`src/wdor_pkg.sv`:
```
// How it works
// [RULE_01] an eight-bit up-counter advances once per selected input pulse while the run bit is set.
// [RULE_02] on variant A with clock-select zero the input is the system clock divided by 8192.
// [RULE_03] on variant B with clock-select zero the input is the tap chosen by the timer W mode field.
// [RULE_04] with clock-select one the input is the subclock divided by 32 on both variants.
// [RULE_05] the run bit is set only by writing run 1 and inhibit 0 while write-enable is already 1.
// [RULE_06] software starts the watchdog with two writes: write-enable first, then the run bit.
// [RULE_07] on variant B the run bit comes out of reset set, so counting starts without a write.
// [RULE_08] an input pulse while the counter holds FF overflows it and raises the internal reset.
// [RULE_09] the counter holds whenever the run bit is zero.
// [RULE_10] on variant A the run bit clears on the reset pin; on both it clears on writing run 0 and inhibit 0 with write-enable 1.
// [RULE_11] a build parameter picks variant A or B, setting the zero-select source and reset run value.
package wdor_pkg;

  // ==========================================================
  // register map
  localparam logic [7:0] OFF_CSR = 8'h00;
  localparam logic [7:0] OFF_COUNT = 8'h04;
  localparam logic [7:0] OFF_MODE = 8'h08;
  localparam logic [7:0] OFF_STAT = 8'h0C;
  localparam logic [7:0] OFF_MASK = 8'h10;

  // ==========================================================
  // field positions
  localparam int CSR_WE_BIT = 0;
  localparam int CSR_INH_BIT = 1;
  localparam int CSR_RUN_BIT = 2;
  localparam int MODE_CKS_BIT = 0;
  localparam int MODE_TMW_LSB = 1;
  localparam int TMW_W = 2;
  localparam int STAT_OVF_BIT = 0;

  // ==========================================================
  // reset values and counts
  localparam logic [7:0] COUNT_RST = 8'h00;
  localparam logic [7:0] COUNT_MAX = 8'hFF;
  localparam logic [1:0] TMW_RST = 2'h0;
  localparam int COUNT_W = 8;
  localparam int SYS_DIV = 8192;
  localparam int SUB_DIV = 32;
  localparam int SYS_DIV_W = $clog2(SYS_DIV);
  localparam int SUB_DIV_W = $clog2(SUB_DIV);
  localparam int TMW_TAPS = 4;
  localparam int TMW_LOG2 [TMW_TAPS] = '{13, 10, 8, 6};

  typedef enum logic {WDOR_VAR_A, WDOR_VAR_B} wdor_variant_t;

endpackage : wdor_pkg

```
`src/wdor_tick_if.sv`:
```
`timescale 1ns/1ps
interface wdor_tick_if;
  logic sys_tick;
  logic sub_tick;
  logic [wdor_pkg::TMW_TAPS-1:0] tmw_tick;
  modport src(output sys_tick, output sub_tick, output tmw_tick);
  modport dst(input sys_tick, input sub_tick, input tmw_tick);
endinterface : wdor_tick_if

```
`src/wdor_top.sv`:
```
// Implementation choices: the address map and the APB interface to the registers.
`timescale 1ns/1ps
module wdor_top #(
  parameter wdor_pkg::wdor_variant_t VARIANT = wdor_pkg::WDOR_VAR_A
) (
  input wire logic pclk,
  input wire logic presetn,
  input wire logic psel,
  input wire logic penable,
  input wire logic pwrite,
  input wire logic [7:0] paddr,
  input wire logic [31:0] pwdata,
  output logic [31:0] prdata,
  output logic pready,
  output logic pslverr,
  input wire logic subclock_pulse,
  output logic internal_reset,
  output logic irq
);

  localparam logic RUN_RST = (VARIANT == wdor_pkg::WDOR_VAR_B); // RULE_07 RULE_11

  wdor_tick_if ticks ();

  wdor_prescale u_prescale (
    .pclk(pclk),
    .presetn(presetn),
    .subclock_pulse(subclock_pulse),
    .ticks(ticks)
  );

  logic csr_we_reg, csr_we_next;
  logic wd_run_reg, wd_run_next;
  logic cks_reg, cks_next;
  logic [wdor_pkg::TMW_W-1:0] tmw_sel_reg, tmw_sel_next;
  logic [wdor_pkg::COUNT_W-1:0] count_reg, count_next;
  logic ovf_reg, ovf_next;
  logic stat_reg, stat_next;
  logic mask_reg, mask_next;
  logic irq_reg, irq_next;
  logic [31:0] prdata_reg, prdata_next;

  logic wr_acc, rd_setup, mapped;
  logic wr_csr, wr_count, wr_mode, wr_stat, wr_mask;
  logic count_tick, ovf_event, run_write_ok;

  // ==========================================================
  // apb decode
  always_comb begin
    mapped = (paddr == wdor_pkg::OFF_CSR) || (paddr == wdor_pkg::OFF_COUNT) ||
             (paddr == wdor_pkg::OFF_MODE) || (paddr == wdor_pkg::OFF_STAT) ||
             (paddr == wdor_pkg::OFF_MASK);
    wr_acc = psel & penable & pwrite;
    rd_setup = psel & ~penable & ~pwrite;
    wr_csr = wr_acc & (paddr == wdor_pkg::OFF_CSR);
    wr_count = wr_acc & (paddr == wdor_pkg::OFF_COUNT);
    wr_mode = wr_acc & (paddr == wdor_pkg::OFF_MODE);
    wr_stat = wr_acc & (paddr == wdor_pkg::OFF_STAT);
    wr_mask = wr_acc & (paddr == wdor_pkg::OFF_MASK);
  end

  assign pready = 1'b1;
  assign pslverr = psel & penable & ~mapped;
  assign prdata = prdata_reg;

  // ==========================================================
  // clock source selection
  always_comb begin
    if (cks_reg) begin
      count_tick = ticks.sub_tick; // RULE_04
    end else if (VARIANT == wdor_pkg::WDOR_VAR_A) begin
      count_tick = ticks.sys_tick; // RULE_02 RULE_11
    end else begin
      count_tick = ticks.tmw_tick[tmw_sel_reg]; // RULE_03
    end
  end

  // ==========================================================
  // control and counter next state
  always_comb begin
    run_write_ok = wr_csr & csr_we_reg & ~pwdata[wdor_pkg::CSR_INH_BIT];
    csr_we_next = wr_csr ? pwdata[wdor_pkg::CSR_WE_BIT] : csr_we_reg;
    wd_run_next = run_write_ok ? pwdata[wdor_pkg::CSR_RUN_BIT] // RULE_05 RULE_10
                               : wd_run_reg;
    cks_next = wr_mode ? pwdata[wdor_pkg::MODE_CKS_BIT] : cks_reg;
    tmw_sel_next = wr_mode ?
      pwdata[wdor_pkg::MODE_TMW_LSB +: wdor_pkg::TMW_W] : tmw_sel_reg;
    ovf_event = wd_run_reg & count_tick & ~wr_count &
                (count_reg == wdor_pkg::COUNT_MAX); // RULE_08
    count_next = count_reg;
    if (wr_count) begin
      count_next = pwdata[wdor_pkg::COUNT_W-1:0];
    end else if (wd_run_reg && count_tick) begin
      count_next = count_reg + 1'b1; // RULE_01 RULE_09
    end
    ovf_next = ovf_event; // RULE_08
    stat_next = (stat_reg & ~(wr_stat & pwdata[wdor_pkg::STAT_OVF_BIT])) |
                ovf_event;
    mask_next = wr_mask ? pwdata[wdor_pkg::STAT_OVF_BIT] : mask_reg;
    irq_next = stat_next & mask_next;
  end

  // ==========================================================
  // read data
  always_comb begin
    prdata_next = prdata_reg;
    if (rd_setup) begin
      prdata_next = 32'h0000_0000;
      unique case (paddr)
        wdor_pkg::OFF_CSR: begin
          prdata_next[wdor_pkg::CSR_WE_BIT] = csr_we_reg;
          prdata_next[wdor_pkg::CSR_RUN_BIT] = wd_run_reg;
        end
        wdor_pkg::OFF_COUNT: begin
          prdata_next[wdor_pkg::COUNT_W-1:0] = count_reg;
        end
        wdor_pkg::OFF_MODE: begin
          prdata_next[wdor_pkg::MODE_CKS_BIT] = cks_reg;
          prdata_next[wdor_pkg::MODE_TMW_LSB +: wdor_pkg::TMW_W] = tmw_sel_reg;
        end
        wdor_pkg::OFF_STAT: begin
          prdata_next[wdor_pkg::STAT_OVF_BIT] = stat_reg;
        end
        wdor_pkg::OFF_MASK: begin
          prdata_next[wdor_pkg::STAT_OVF_BIT] = mask_reg;
        end
        default: begin
          prdata_next = 32'h0000_0000;
        end
      endcase
    end
  end

  // ==========================================================
  // registers
  always_ff @(posedge pclk or negedge presetn) begin
    if (!presetn) begin
      csr_we_reg <= 1'b0;
      wd_run_reg <= RUN_RST; // RULE_07 RULE_10
      cks_reg <= 1'b0;
      tmw_sel_reg <= wdor_pkg::TMW_RST;
      count_reg <= wdor_pkg::COUNT_RST;
      ovf_reg <= 1'b0;
      stat_reg <= 1'b0;
      mask_reg <= 1'b0;
      irq_reg <= 1'b0;
      prdata_reg <= 32'h0000_0000;
    end else begin
      csr_we_reg <= csr_we_next;
      wd_run_reg <= wd_run_next;
      cks_reg <= cks_next;
      tmw_sel_reg <= tmw_sel_next;
      count_reg <= count_next;
      ovf_reg <= ovf_next;
      stat_reg <= stat_next;
      mask_reg <= mask_next;
      irq_reg <= irq_next;
      prdata_reg <= prdata_next;
    end
  end

  assign internal_reset = ovf_reg;
  assign irq = irq_reg;
endmodule : wdor_top

```
`src/wdor_prescale.sv`:
```
`timescale 1ns/1ps
module wdor_prescale (
  input wire logic pclk,
  input wire logic presetn,
  input wire logic subclock_pulse,
  wdor_tick_if.src ticks
);

  logic [wdor_pkg::SYS_DIV_W-1:0] sys_cnt_reg;
  logic [wdor_pkg::SYS_DIV_W-1:0] sys_cnt_next;
  logic [wdor_pkg::SUB_DIV_W-1:0] sub_cnt_reg;
  logic [wdor_pkg::SUB_DIV_W-1:0] sub_cnt_next;

  // ==========================================================
  // free-running dividers
  always_comb begin
    sys_cnt_next = sys_cnt_reg + 1'b1;
    sub_cnt_next = subclock_pulse ? sub_cnt_reg + 1'b1 : sub_cnt_reg;
  end

  always_ff @(posedge pclk or negedge presetn) begin
    if (!presetn) begin
      sys_cnt_reg <= '0;
      sub_cnt_reg <= '0;
    end else begin
      sys_cnt_reg <= sys_cnt_next;
      sub_cnt_reg <= sub_cnt_next;
    end
  end

  // ==========================================================
  // tick outputs
  assign ticks.sys_tick = &sys_cnt_reg; // RULE_02
  assign ticks.sub_tick = subclock_pulse & (&sub_cnt_reg); // RULE_04

  genvar g;
  generate
    for (g = 0; g < wdor_pkg::TMW_TAPS; g++) begin : g_tap
      assign ticks.tmw_tick[g] =
        &sys_cnt_reg[wdor_pkg::TMW_LOG2[g]-1:0]; // RULE_03
    end
  endgenerate
endmodule : wdor_prescale

```
`config.mk`:
```
export PLATFORM = sky130hd
export DESIGN_NAME = wdor_top
export DESIGN_NICKNAME = d
export VERILOG_FILES = /design/src/wdor_pkg.sv /design/src/wdor_tick_if.sv /design/src/wdor_top.sv /design/src/wdor_prescale.sv
export SDC_FILE = /design/constraint.sdc
export NUM_CORES = 1
export LEC_CHECK = 0
export BUFFER_PORTS_ARGS = -buffer_cell sky130_fd_sc_hd__buf_2
export CAP_MARGIN = 20
export CORE_UTILIZATION = 30
export CTS_CLUSTER_DIAMETER = 100
export DETAILED_ROUTE_END_ITERATION = 7
export PLACE_DENSITY_LB_ADDON = 0.15
export REMOVE_ABC_BUFFERS = 1
export SLEW_MARGIN = 15
export SYNTH_ARGS = -nofsm -noshare
export SYNTH_HDL_FRONTEND = slang
export SYNTH_SLANG_ARGS = --single-unit
```
`constraint.sdc`:
```
create_clock -name pclk -period 4.06 [get_ports pclk]
set_clock_uncertainty 0.1 [all_clocks]
set_input_delay 0.406 -clock pclk [delete_from_list [all_inputs] [get_ports pclk]]
set_output_delay 0.406 -clock pclk [all_outputs]
set_load 0.05 [all_outputs]
```
[After elaboration in Yosys (flattened, before gate mapping)]
Index checks and enable logic that the tools add are counted.
Widths: inputs -> output; s select.
Storage, ports and cells
  flip-flop bits (word level): 43
  bits of input ports: 46
  output and inout port bits: 36
Cells by class
  add/sub/neg operators: 3
  eq/ne operators: 5
  mux-type cells: 8
  bitwise logic cells: 26
  reduce and logical (&&, ||, !) cells: 9
Operator list (number)
  $and 1x1->1: 19
  $eq 8x4->1 const B: 2
  $mux 8: 2
  $add 13x1->13 const B: 1
  $reduce_and 13->1: 1
  $add 8x1->8 const B: 1
  $eq 8x3->1 const B: 1
  $eq 8x5->1 const B: 1
  $eq 8x8->1 const B: 1
  $logic_not 8->1: 1
  $not 1->1: 6
  $add 5x1->5 const B: 1
  $mux 5: 1
  $pmux 1 s5: 1
  $reduce_and 5->1: 1
  $logic_or 1x1->1: 4
  $pmux 1 s3: 1
  $mux 1: 2
  $pmux 1 s2: 1
  $reduce_bool 2->1: 1
  $logic_and 1x1->1: 1
  $or 1x1->1: 1

[Longest topological paths before layout]
Gate-level depths: netlist of run 1.
  depth in word-level cells: 8
  gate-level depth with buffers: 8

[Modules after synthesis]
From an unflattened synthesis of run 1, not the netlist that was laid out.
Second synthesis, totals
  cell total of the unflattened synthesis: 214
  area, all modules: 2269.7 um^2
By module, submodules not included
  wdor_top: times used 1, cells each 151, area an instance 1485.2 um^2, sequential area each 625.6 um^2
  wdor_prescale: times used 1, cells each 63, area an instance 784.5 um^2, sequential area each 450.4 um^2

[Worst setup path before layout of run 1]
No wires, ideal clock.
  path type: input to output
  start point: input port paddr[1]
  end point: output port pslverr
  data arrival time: 1662 ps
  required time: 3554 ps
  setup slack: 1892 ps
  cell stages on the path: 4
  buffers on the path: 0
  path through: or4_4 nor3_4 nand2_1 o2111a_1
Between the ends
  word-level cells in the longest chain between the ends: 7
  elaborated cells between the ends (all ways): 11
  those cells by class: 4 x eq/ne; 2 x bitwise; 5 x reduce/logical
RTL lines
  from (decl): line wdor_top.sv:11  | input wire logic [7:0] paddr,
  $eq 8x3->1 or $logic_not 8->1 (tied branches): line wdor_top.sv:50  | mapped = (paddr == wdor_pkg::OFF_CSR) || (paddr == wdor_pkg::OFF_COUNT) ||
  $logic_or 1x1->1 (2 in series): line wdor_top.sv:50
  $logic_or 1x1->1: line wdor_top.sv:51  | (paddr == wdor_pkg::OFF_MODE) || (paddr == wdor_pkg::OFF_STAT) ||
  $logic_or 1x1->1 *: line wdor_top.sv:51
  $not 1->1 *: line wdor_top.sv:63  | assign pslverr = psel & penable & ~mapped;
  $and 1x1->1 *: line wdor_top.sv:63
  to (decl): line wdor_top.sv:15  | output logic pslverr,
Mark *: on every way between the ends. The rest lies on a longest branch, timed or not.

[Worst setup path after layout of run 1]
Ends and elaborated chain as after synthesis.

==> flow_summary.toml, run 1 <==
[setup_path]
crit_type = "input port to output port"
rrSetupSlack_ps = 1930
crit_arrival_ps = 1870
cp_slowest_cell = "or4_4"
cp-start-kind = "input port"
required_ps = 3550
worst_path_largest_cell_delay_ps = 580
path_common_cell = "buf_2"
cp_cell_sequence = "buf_2 > or4_4 > nor3_4 > nand2_1 > o2111a_1 > buf_2"
cp-end-kind = "output port"
crit_fanout = 6

[floorplanning]
io_pins = 82
die_h_um = 89.5
fp.dieArea_um2 = 8010
start_util_pct = 31.3
dieWidth_um = 89.5
core_area_um2 = 7330
row_count = 31

[sta]
period_needed_ps = 2370
min_period_over_period_pct = 58.5
setup_slack_ps = 1690
finalSetupTns_ps = 0
max_freq_ghz = 0.421
worst_pin_slew_ps = 635
hold_violations = 0
rsz0062_at_grt = "false"
finalMaxSlewViolations = 0
slew_headroom_pct = 57.5
finalSetupViolCount = 0

[power_and_ir_drop]
p_comb_share_pct = 15.7
p_leak_nw = 1.27
p_switching_mw = 0.261
seq_power_share_pct = 54.2
p_int_mw = 0.620
power.share.switching_pct = 29.7
clkPwrFrac_pct = 30.1
ir_worst_vdd_mv = 0.128
p_per_area_nw_per_um2 = 343
p_total_mw = 0.881

[synth]
synthDistinctLibCells = 44
synth_top_cell_by_area = "dfrtp_1"
synth-seq-cells = 43
async_flop_share_pct = 100
synth_warnings = 0
ys.flop_type = "dfrtp_1"
syn_inst = 214
syn-mean-instance-area_um2 = 10.7
synth_area_um2 = 2300
synth.area.top_cells = "dfrtp_1, buf_4, xor2_1, mux2_2, nand2_1"
synth_top_cell_area_share_pct = 46.8
synth_edf_count = 0
ys_seq_area_share_pct = 46.8

[detailed_routing]
antenna_left = 0
num_vias = 1523
wl_per_cell_um = 12.2
drc = 0
drtIter0Drc = 47
first_pass_iters = 4
routed_wl_um = 4250
via_per_inst = 4.39

[clocking]
cts_max_level = 2
clk_pin_slew_worst_paths_ps = 80
postCtsResizedCells = 0
cts_root_buf = "clkbuf_8"
cts.sinks = 43
insertion_delay_ps = 290
hold_buffers = 0
cts_tree = "done"
clockBufferDepth = 2
numCtsBuffers = 5
cts_setup_buffers = 0

[status]
run_status = "finished, final reports clean"

[cells_and_area]
fillCellCount = 760
drive_gt1_share_pct = 25.0
finalCoreUtilization_pct = 35.0
n_antenna_cell = 0
syn_to_final_growth_pct = 11.8
design_area_um2 = 2570
regArea_um2 = 1080
nNetsFinal = 297
largest_reg_flops = 13
multi_input_area_um2 = 1080

[global_routing]
grt_max_degree = 44
grt_pass1_wl_um = 7160
grt-ovfl-total = 0
grt_use_met1_pct = 15.1
grtUsageMet2_pct = 19.8
grt_use_total_pct = 11.9
grtUsageMet3_pct = 3.05
antenna_found_initial = 0
busiest_layer = "met2"
grt_pass1_vias = 1541

[min_path]
hold_path.class = "input port to flop"

[placed_design]
place.gp.congestion = 0.690
io_buffers = 32
hpwlAfterDp_um = 3080
dp_slack_ps = 1690
place_area_um2 = 2450

[run]
max-cap-violations = 0
[power groups by stage]
stage | clock network [mW] | logic, mW | registers [mW]
after detailed placement | 0 | 0.136 | 0.487
final | 0.266 | 0.138 | 0.478
after global placement | 0 | 0.134 | 0.486
after global routing | 0.302 | 0.156 | 0.483
after CTS | 0.288 | 0.138 | 0.478
after floorplan | 0 | 0.101 | 0.481
[metal layers]
| layer | vias to the layer above | wire length (um) |
|---|---|---|
| met2 | 35 | 1980 |
| li1 | 759 | - |
| met1 | 727 | 2060 |
| met4 | 0 | 25 |
| met3 | 2 | 179 |
| met5 | - | 0 |
[cells by family after synthesis]
kind of cell	synth area share (%)
buffers and inverters	9.97
AO/OA/AOI/OAI	9.15
other	0.327
adder cells (fa/ha/maj)	2.18
multiplexers	6.32
flip-flops	46.8
XOR/XNOR	7.63
AND/OR/NAND/NOR	17.6
[critical path, delay by kind of cell]
family,cells,cell delay (ps)
AND/OR/NAND/NOR,3,930
buffers and inverters,2,310
AO/OA/AOI/OAI,1,230
[per-stage QoR]
stage,hold WS [ps],cells
after detailed placement,361,337
after global routing,206,347
after global placement,353,337
after CTS,202,345
final,214,347
after floorplan,10.4,206
[synth_stat cells, types with 2 or more instances]
library cell,number
o2111ai_1,2
clkbuf_1,3
nor3_1,3
nand3_1,6
nand4_1,6
conb_1,2
xor2_1,12
and3_1,3
ha_1,4
inv_1,4
buf_2,2
o21ai_0,14
nor3_4,2
mux2_2,7
dfrtp_1,43
nand2_1,21
buf_4,25
nand3b_1,3
nor2_1,9
or2_2,2
nor2b_1,2
xnor2_1,8
or3_4,2
a22o_1,5
mux2i_1,4
o211ai_1,2
[layout by cell type, fill, tap and decap left out, types with 2 or more instances in the layout]
cell and n:
dfrtp_1 43, buf_2 32, conb_1 25, nand2_1 21, o21ai_0 14, xor2_1 12, nor2_1 9, xnor2_1 8
mux2_2 7, nand3_1 6, nand4_1 6, a22o_1 5, clkbuf_8 5, inv_1 4, mux2i_1 4, ha_1 4
and3_1 3, nand3b_1 3, nor3_1 3, clkinv_2 3, or2_2 2, nor3_4 2, or3_4 2, nor2b_1 2
o211ai_1 2, o2111ai_1 2
[final cells by class]
class                           instances  area share, %
Inverter                                4          0.585
Sequential cell                        43           41.9
Timing Repair Buffer                   34           7.41
Multi-Input combinational cell        159           42.0
Clock buffer                            5           2.68
Tap cell                               99           4.82
Clock inverter                          3          0.585
[worst paths after layout]
path                                                   end  depth (start not counted)                       from
worst max-delay path                               pslverr                          6                   paddr[1]
worst min-delay path                          count_reg[3]                          3                  pwdata[3]
worst max register to register                         irq                          6  u_prescale.sys_cnt_reg[0]
worst min register to register   u_prescale.sub_cnt_reg[3]                          1  u_prescale.sub_cnt_reg[3]
max in group asynchronous       u_prescale.sys_cnt_reg[12]                          3                    presetn
min in group asynchronous                        prdata[0]                          2                    presetn
(Power assumes the default switching activity.)
==> run 2, diff against run 1 <==
==> constraint.sdc (replaced) <==
create_clock -name pclk -period 2.11 [get_ports pclk]
set_clock_uncertainty 0.1 [all_clocks]
set_input_delay 0.211 -clock pclk [delete_from_list [all_inputs] [get_ports pclk]]
set_output_delay 0.211 -clock pclk [all_outputs]
set_load 0.05 [all_outputs]
==> flow_summary.toml, run 2 (synthesis gave the netlist of run 1 again) <==
[min_path]
hp-start = "pwdata[7]"
hold_path.class = "input port to flop"
min_delay_path_depth = 3
hold_end = "count_reg[7]"

[sta]
finalSetupTns_ps = 0
whs_ps = 11.2
min_period_over_period_pct = 93.7
finalMaxSlewViolations = 0
hold_violations = 0
finalSetupViolCount = 0
max_freq_ghz = 0.506
rsz0062_at_grt = "false"
period_needed_ps = 1980

[clocking]
cts.sinks = 43
clockBufferDepth = 2
numCtsBuffers = 5
clk_pin_slew_worst_paths_ps = 90
postCtsResizedCells = 0
cts_tree = "done"
insertion_delay_ps = 300
cts_setup_buffers = 0
cts_max_level = 2
cts_root_buf = "clkbuf_8"

[power_and_ir_drop]
p_total_mw = 1.97
p_per_area_nw_per_um2 = 736
ir_worst_vdd_mv = 0.382
p_leak_nw = 1.32

[cells_and_area]
design_area_um2 = 2670
mostFrequentLayoutCells = "dfrtp_1, buf_2, conb_1"
fillCellCount = 738
syn_to_final_growth_pct = 16.3
layout_commonest_cell = "dfrtp_1"
drive_gt1_share_pct = 27.1
n_antenna_cell = 0
regArea_um2 = 1080
nNetsFinal = 304
largest_reg_flops = 13
finalCoreUtilization_pct = 36.5
multi_input_area_um2 = 1080

[detailed_routing]
num_vias = 1550
first_pass_iters = 4
wl_per_cell_um = 11.8
drc = 0
antenna_left = 0
routed_wl_um = 4180
drtIter0Drc = 58
via_per_inst = 4.38

[setup_path]
rr_worst_depth = 7
cp-end-kind = "flop"
cp_cell_sequence = "ha_1 > and3_1 > ha_1 > and4_1 > or2_2 > mux2i_1 > o21ai_0"
cp-start-kind = "flop"
crit_type = "flop to flop"
crit_fanout = 6
worst_path_largest_cell_delay_ps = 390
required_ps = 2190
rrSetupSlack_ps = 130
path_common_cell = "ha_1"
crit_arrival_ps = 2060
r2r-start = "u_prescale.sub_cnt_reg[0]"
regToRegEndpoint = "count_reg[1]"
cp_slowest_cell = "dfrtp_1"

[run]
max-cap-violations = 0

[placed_design]
hpwlAfterDp_um = 3220
place.gp.congestion = 0.689
place_area_um2 = 2530
io_buffers = 32

[floorplanning]
start_util_pct = 31.3
fp.dieArea_um2 = 8010
dieWidth_um = 89.5
die_h_um = 89.5
row_count = 31
io_pins = 82
core_area_um2 = 7330

[global_routing]
grt_pass1_wl_um = 6750
grt_use_total_pct = 11.3
grt_max_degree = 25
grt-ovfl-total = 0
antenna_found_initial = 0
grt_pass1_vias = 1430

[status]
run_status = "finished, final reports clean"
-- run 2: repair_timing --
action / 4_1_cts / 5_1_grt
endpoints found under the setup margin: 0 / 0
hold endpoints to repair: 19 / 0
hold buffers: 1 / 0
-- run 2: how the worst max path moves through the flow --
stage,start,to,slack [ps],cells after the start
after floorplan,u_prescale.sys_cnt_reg[0],irq,180,6
after global placement,paddr[1],wd_run_reg,60,6
after detailed placement,paddr[1],wd_run_reg,50,6
after CTS,u_prescale.sub_cnt_reg[0],count_reg[1],120,7
after global routing,u_prescale.sub_cnt_reg[0],count_reg[1],20,7
final,u_prescale.sub_cnt_reg[0],count_reg[1],130,7
-- run 2: metrics by stage --
stage,setup WS [ps],instances
after detailed placement,47.3,345
after global placement,55.7,345
after CTS,117,354
after floorplan,185,206
final,132,354
after global routing,20.6,354
-- run 2: cell type report --
type / instances / share of cell area [%]
inverter: 4 / 0.562
clock buffer: 5 / 2.57
timing repair buffer: 41 / 9.08
multi-input combinational: 159 / 40.4
tap: 99 / 4.63
clock inverter: 3 / 2.53
sequential: 43 / 40.3
-- run 2: power by group --
group	total [mW]	internal, mW	leakage (nW)	switching (mW)
clock network	0.770	0.472	0.0644	0.298
registers	0.915	0.878	0.570	0.0372
logic	0.281	0.0984	0.686	0.183
total	1.97	1.45	1.32	0.518
-- run 2: routing by layer --
layer  part of all wire (%)  vias up  track usage [%]
li1                       -      774                -
met1                     49      733             15.1
met2                     46       39             17.7
met3                    3.4        4             2.77
met4                    1.0        0             4.33
met5                      0        -                0
-- run 2: critical path, delay by kind of cell (launching register included) --
family / cells / cell delay (ps)
simple gates: 3 / 770
flops: 1 / 390
fa+ha+maj: 2 / 380
mux: 1 / 150
compound gates: 1 / 80
==> run 3, diff against run 2 <==
--- a/config.mk
+++ b/config.mk
@@ -5,6 +5,7 @@
 export SDC_FILE = /design/constraint.sdc
 export NUM_CORES = 1
 export LEC_CHECK = 0
+export ABC_CLOCK_PERIOD_IN_PS = 1900
 export BUFFER_PORTS_ARGS = -buffer_cell sky130_fd_sc_hd__buf_2
 export CAP_MARGIN = 20
 export CORE_UTILIZATION = 30
@@ -12,7 +13,6 @@
 export DETAILED_ROUTE_END_ITERATION = 7
 export PLACE_DENSITY_LB_ADDON = 0.15
 export REMOVE_ABC_BUFFERS = 1
-export SLEW_MARGIN = 15
 export SYNTH_ARGS = -nofsm -noshare
 export SYNTH_HDL_FRONTEND = slang
 export SYNTH_SLANG_ARGS = --single-unit
==> constraint.sdc (replaced) <==
create_clock -name pclk -period 1.9 [get_ports pclk]
set_clock_uncertainty 0.1 [all_clocks]
set_input_delay 0.19 -clock pclk [delete_from_list [all_inputs] [get_ports pclk]]
set_output_delay 0.19 -clock pclk [all_outputs]
set_load 0.05 [all_outputs]
==> flow_summary.toml, run 3 (synthesis gave the netlist of run 1 again) <==
[status]
run_status = "finished, final reports clean"

[sta]
whs_ps = 14.4
hold_violations = 0
finalMaxSlewViolations = 0
min_period_over_period_pct = 96.4
finalSetupViolCount = 0
period_needed_ps = 1830
rsz0062_at_grt = "true"
max_freq_ghz = 0.546
finalSetupTns_ps = 0

[clocking]
cts_root_buf = "clkbuf_8"
cts_tree = "done"
insertion_delay_ps = 300
cts_max_level = 2
cts.sinks = 43
clockBufferDepth = 2
numCtsBuffers = 5
clk_pin_slew_worst_paths_ps = 80

[setup_path]
rr_worst_depth = 7
cp_slowest_cell = "or4_4"
path_delay_family = "simple AND/OR/NAND/NOR gates"
crit_fanout = 4
cp.depth = 5
rrSetupSlack_ps = 80
crit_type = "input port to output port"
cp-start-kind = "input port"
cp_cell_sequence = "buf_2 > or4_4 > or3_4 > o2111a_1 > buf_6"
crit_buf_inv = 2
regToRegEndpoint = "irq"
crit_arrival_ps = 1540
required_ps = 1610
cp-end-kind = "output port"
worst_path_largest_cell_delay_ps = 560
r2r-start = "u_prescale.sub_cnt_reg[0]"

[cells_and_area]
drive_gt1_share_pct = 31.6
post_layout_nonfiller_instances = 371
nNetsFinal = 321
syn_to_final_growth_pct = 24.1
n_antenna_cell = 0
fillCellCount = 713
layout_commonest_cell = "dfrtp_1"
largest_reg_flops = 13
design_area_um2 = 2850
mostFrequentLayoutCells = "dfrtp_1, buf_2, conb_1"

[detailed_routing]
antenna_left = 0
wl_met1_um = 2170
drc = 0
wl_met2_um = 2010
num_vias = 1632
wl_met3_um = 156
drtIter0Drc = 40
via_per_inst = 4.40
routed_wl_um = 4420
first_pass_iters = 4
wl_per_cell_um = 11.9
top_layer = "met4"

[floorplanning]
row_count = 31
start_util_pct = 31.3
die_h_um = 89.5
dieWidth_um = 89.5
core_area_um2 = 7330
fp.dieArea_um2 = 8010
io_pins = 82

[run]
max-cap-violations = 0

[min_path]
hold_end = "count_reg[5]"
min_delay_path_depth = 3
hold_path.class = "input port to flop"
hp-start = "pwdata[5]"

[global_routing]
grt_max_degree = 25
grt_pass1_wl_um = 7510
grt_pass1_vias = 1565
grt-ovfl-total = 0
antenna_found_initial = 0
grt_use_total_pct = 12.8

[power_and_ir_drop]
ir_worst_vdd_mv = 0.439
p_total_mw = 2.20
p_per_area_nw_per_um2 = 773
p_leak_nw = 1.40

[placed_design]
io_buffers = 32
hpwlAfterDp_um = 3330
place.gp.congestion = 0.737
place_inst = 357
place_area_um2 = 2620
## run 3: cell count changes in the layout (fill, tap and decap cells not counted), moves of 2 or more
cell           before  now
ha_1                4    2
dlygate4sd3_1       1    5
buf_4               7   20
o21ai_1             1    8
o21ai_0            14    7
## run 3: routing by layer
layer | vias up | global-route usage (%)
met5 | - | 0
met1 | 777 | 16.5
met2 | 39 | 20.4
met3 | 7 | 3.32
met4 | 0 | 5.19
li1 | 809 | -
## run 3: timing repair
| item | CTS | global route |
|---|---|---|
| resized for setup | 5 | 13 |
| setup buffers | 1 | 1 |
| hold buffers | 5 | 0 |
| pin swaps | 2 | 9 |
| endpoints found under the hold margin | 23 | 0 |
| endpoints found under the setup margin | 6 | 9 |
## run 3: power breakdown
group | internal (mW) | total (mW) | switching, mW
Clock | 0.526 | 0.847 | 0.322
Combinational | 0.132 | 0.344 | 0.212
Sequential | 0.975 | 1.01 | 0.0381
## run 3: worst reg2reg max path: cells and delay by family, from the launching register on
family	cells	cell delay (ps)
AO/OA/AOI/OAI	2	200
adder cells (fa/ha/maj)	2	320
flip-flops	1	360
AND/OR/NAND/NOR	3	800
## run 3: worst max-delay path by stage
stage	end	from	slack [ps]
after floorplan	irq	u_prescale.sys_cnt_reg[0]	-30
after global placement	count_reg[1]	u_prescale.sub_cnt_reg[0]	-70
after detailed placement	tmw_sel_reg[1]	paddr[1]	-80
after CTS	pslverr	paddr[1]	0.1
after global routing	count_reg[4]	u_prescale.sys_cnt_reg[0]	-50
final	pslverr	paddr[6]	70
## run 3: area by class of cell
class                           instances  area [um^2]  area share [%]
Multi-Input combinational cell        159         1120            39.2
Clock buffer                            6         72.6            2.54
Tap cell                               99          124            4.34
Sequential cell                        43         1080            37.7
Clock inverter                          2         60.1            2.11
Timing Repair Buffer                   58          387            13.6
Inverter                                4         15.0           0.527
## run 3: through the flow
step	setup WS [ps]	util, %
6_report	67.7	38.9
5_1_grt	-52.4	38.9
4_1_cts	0.105	38.4
3_5_place_dp	-78.8	35.7
3_3_place_gp	-74.5	35.7
2_1_floorplan	-25.2	-
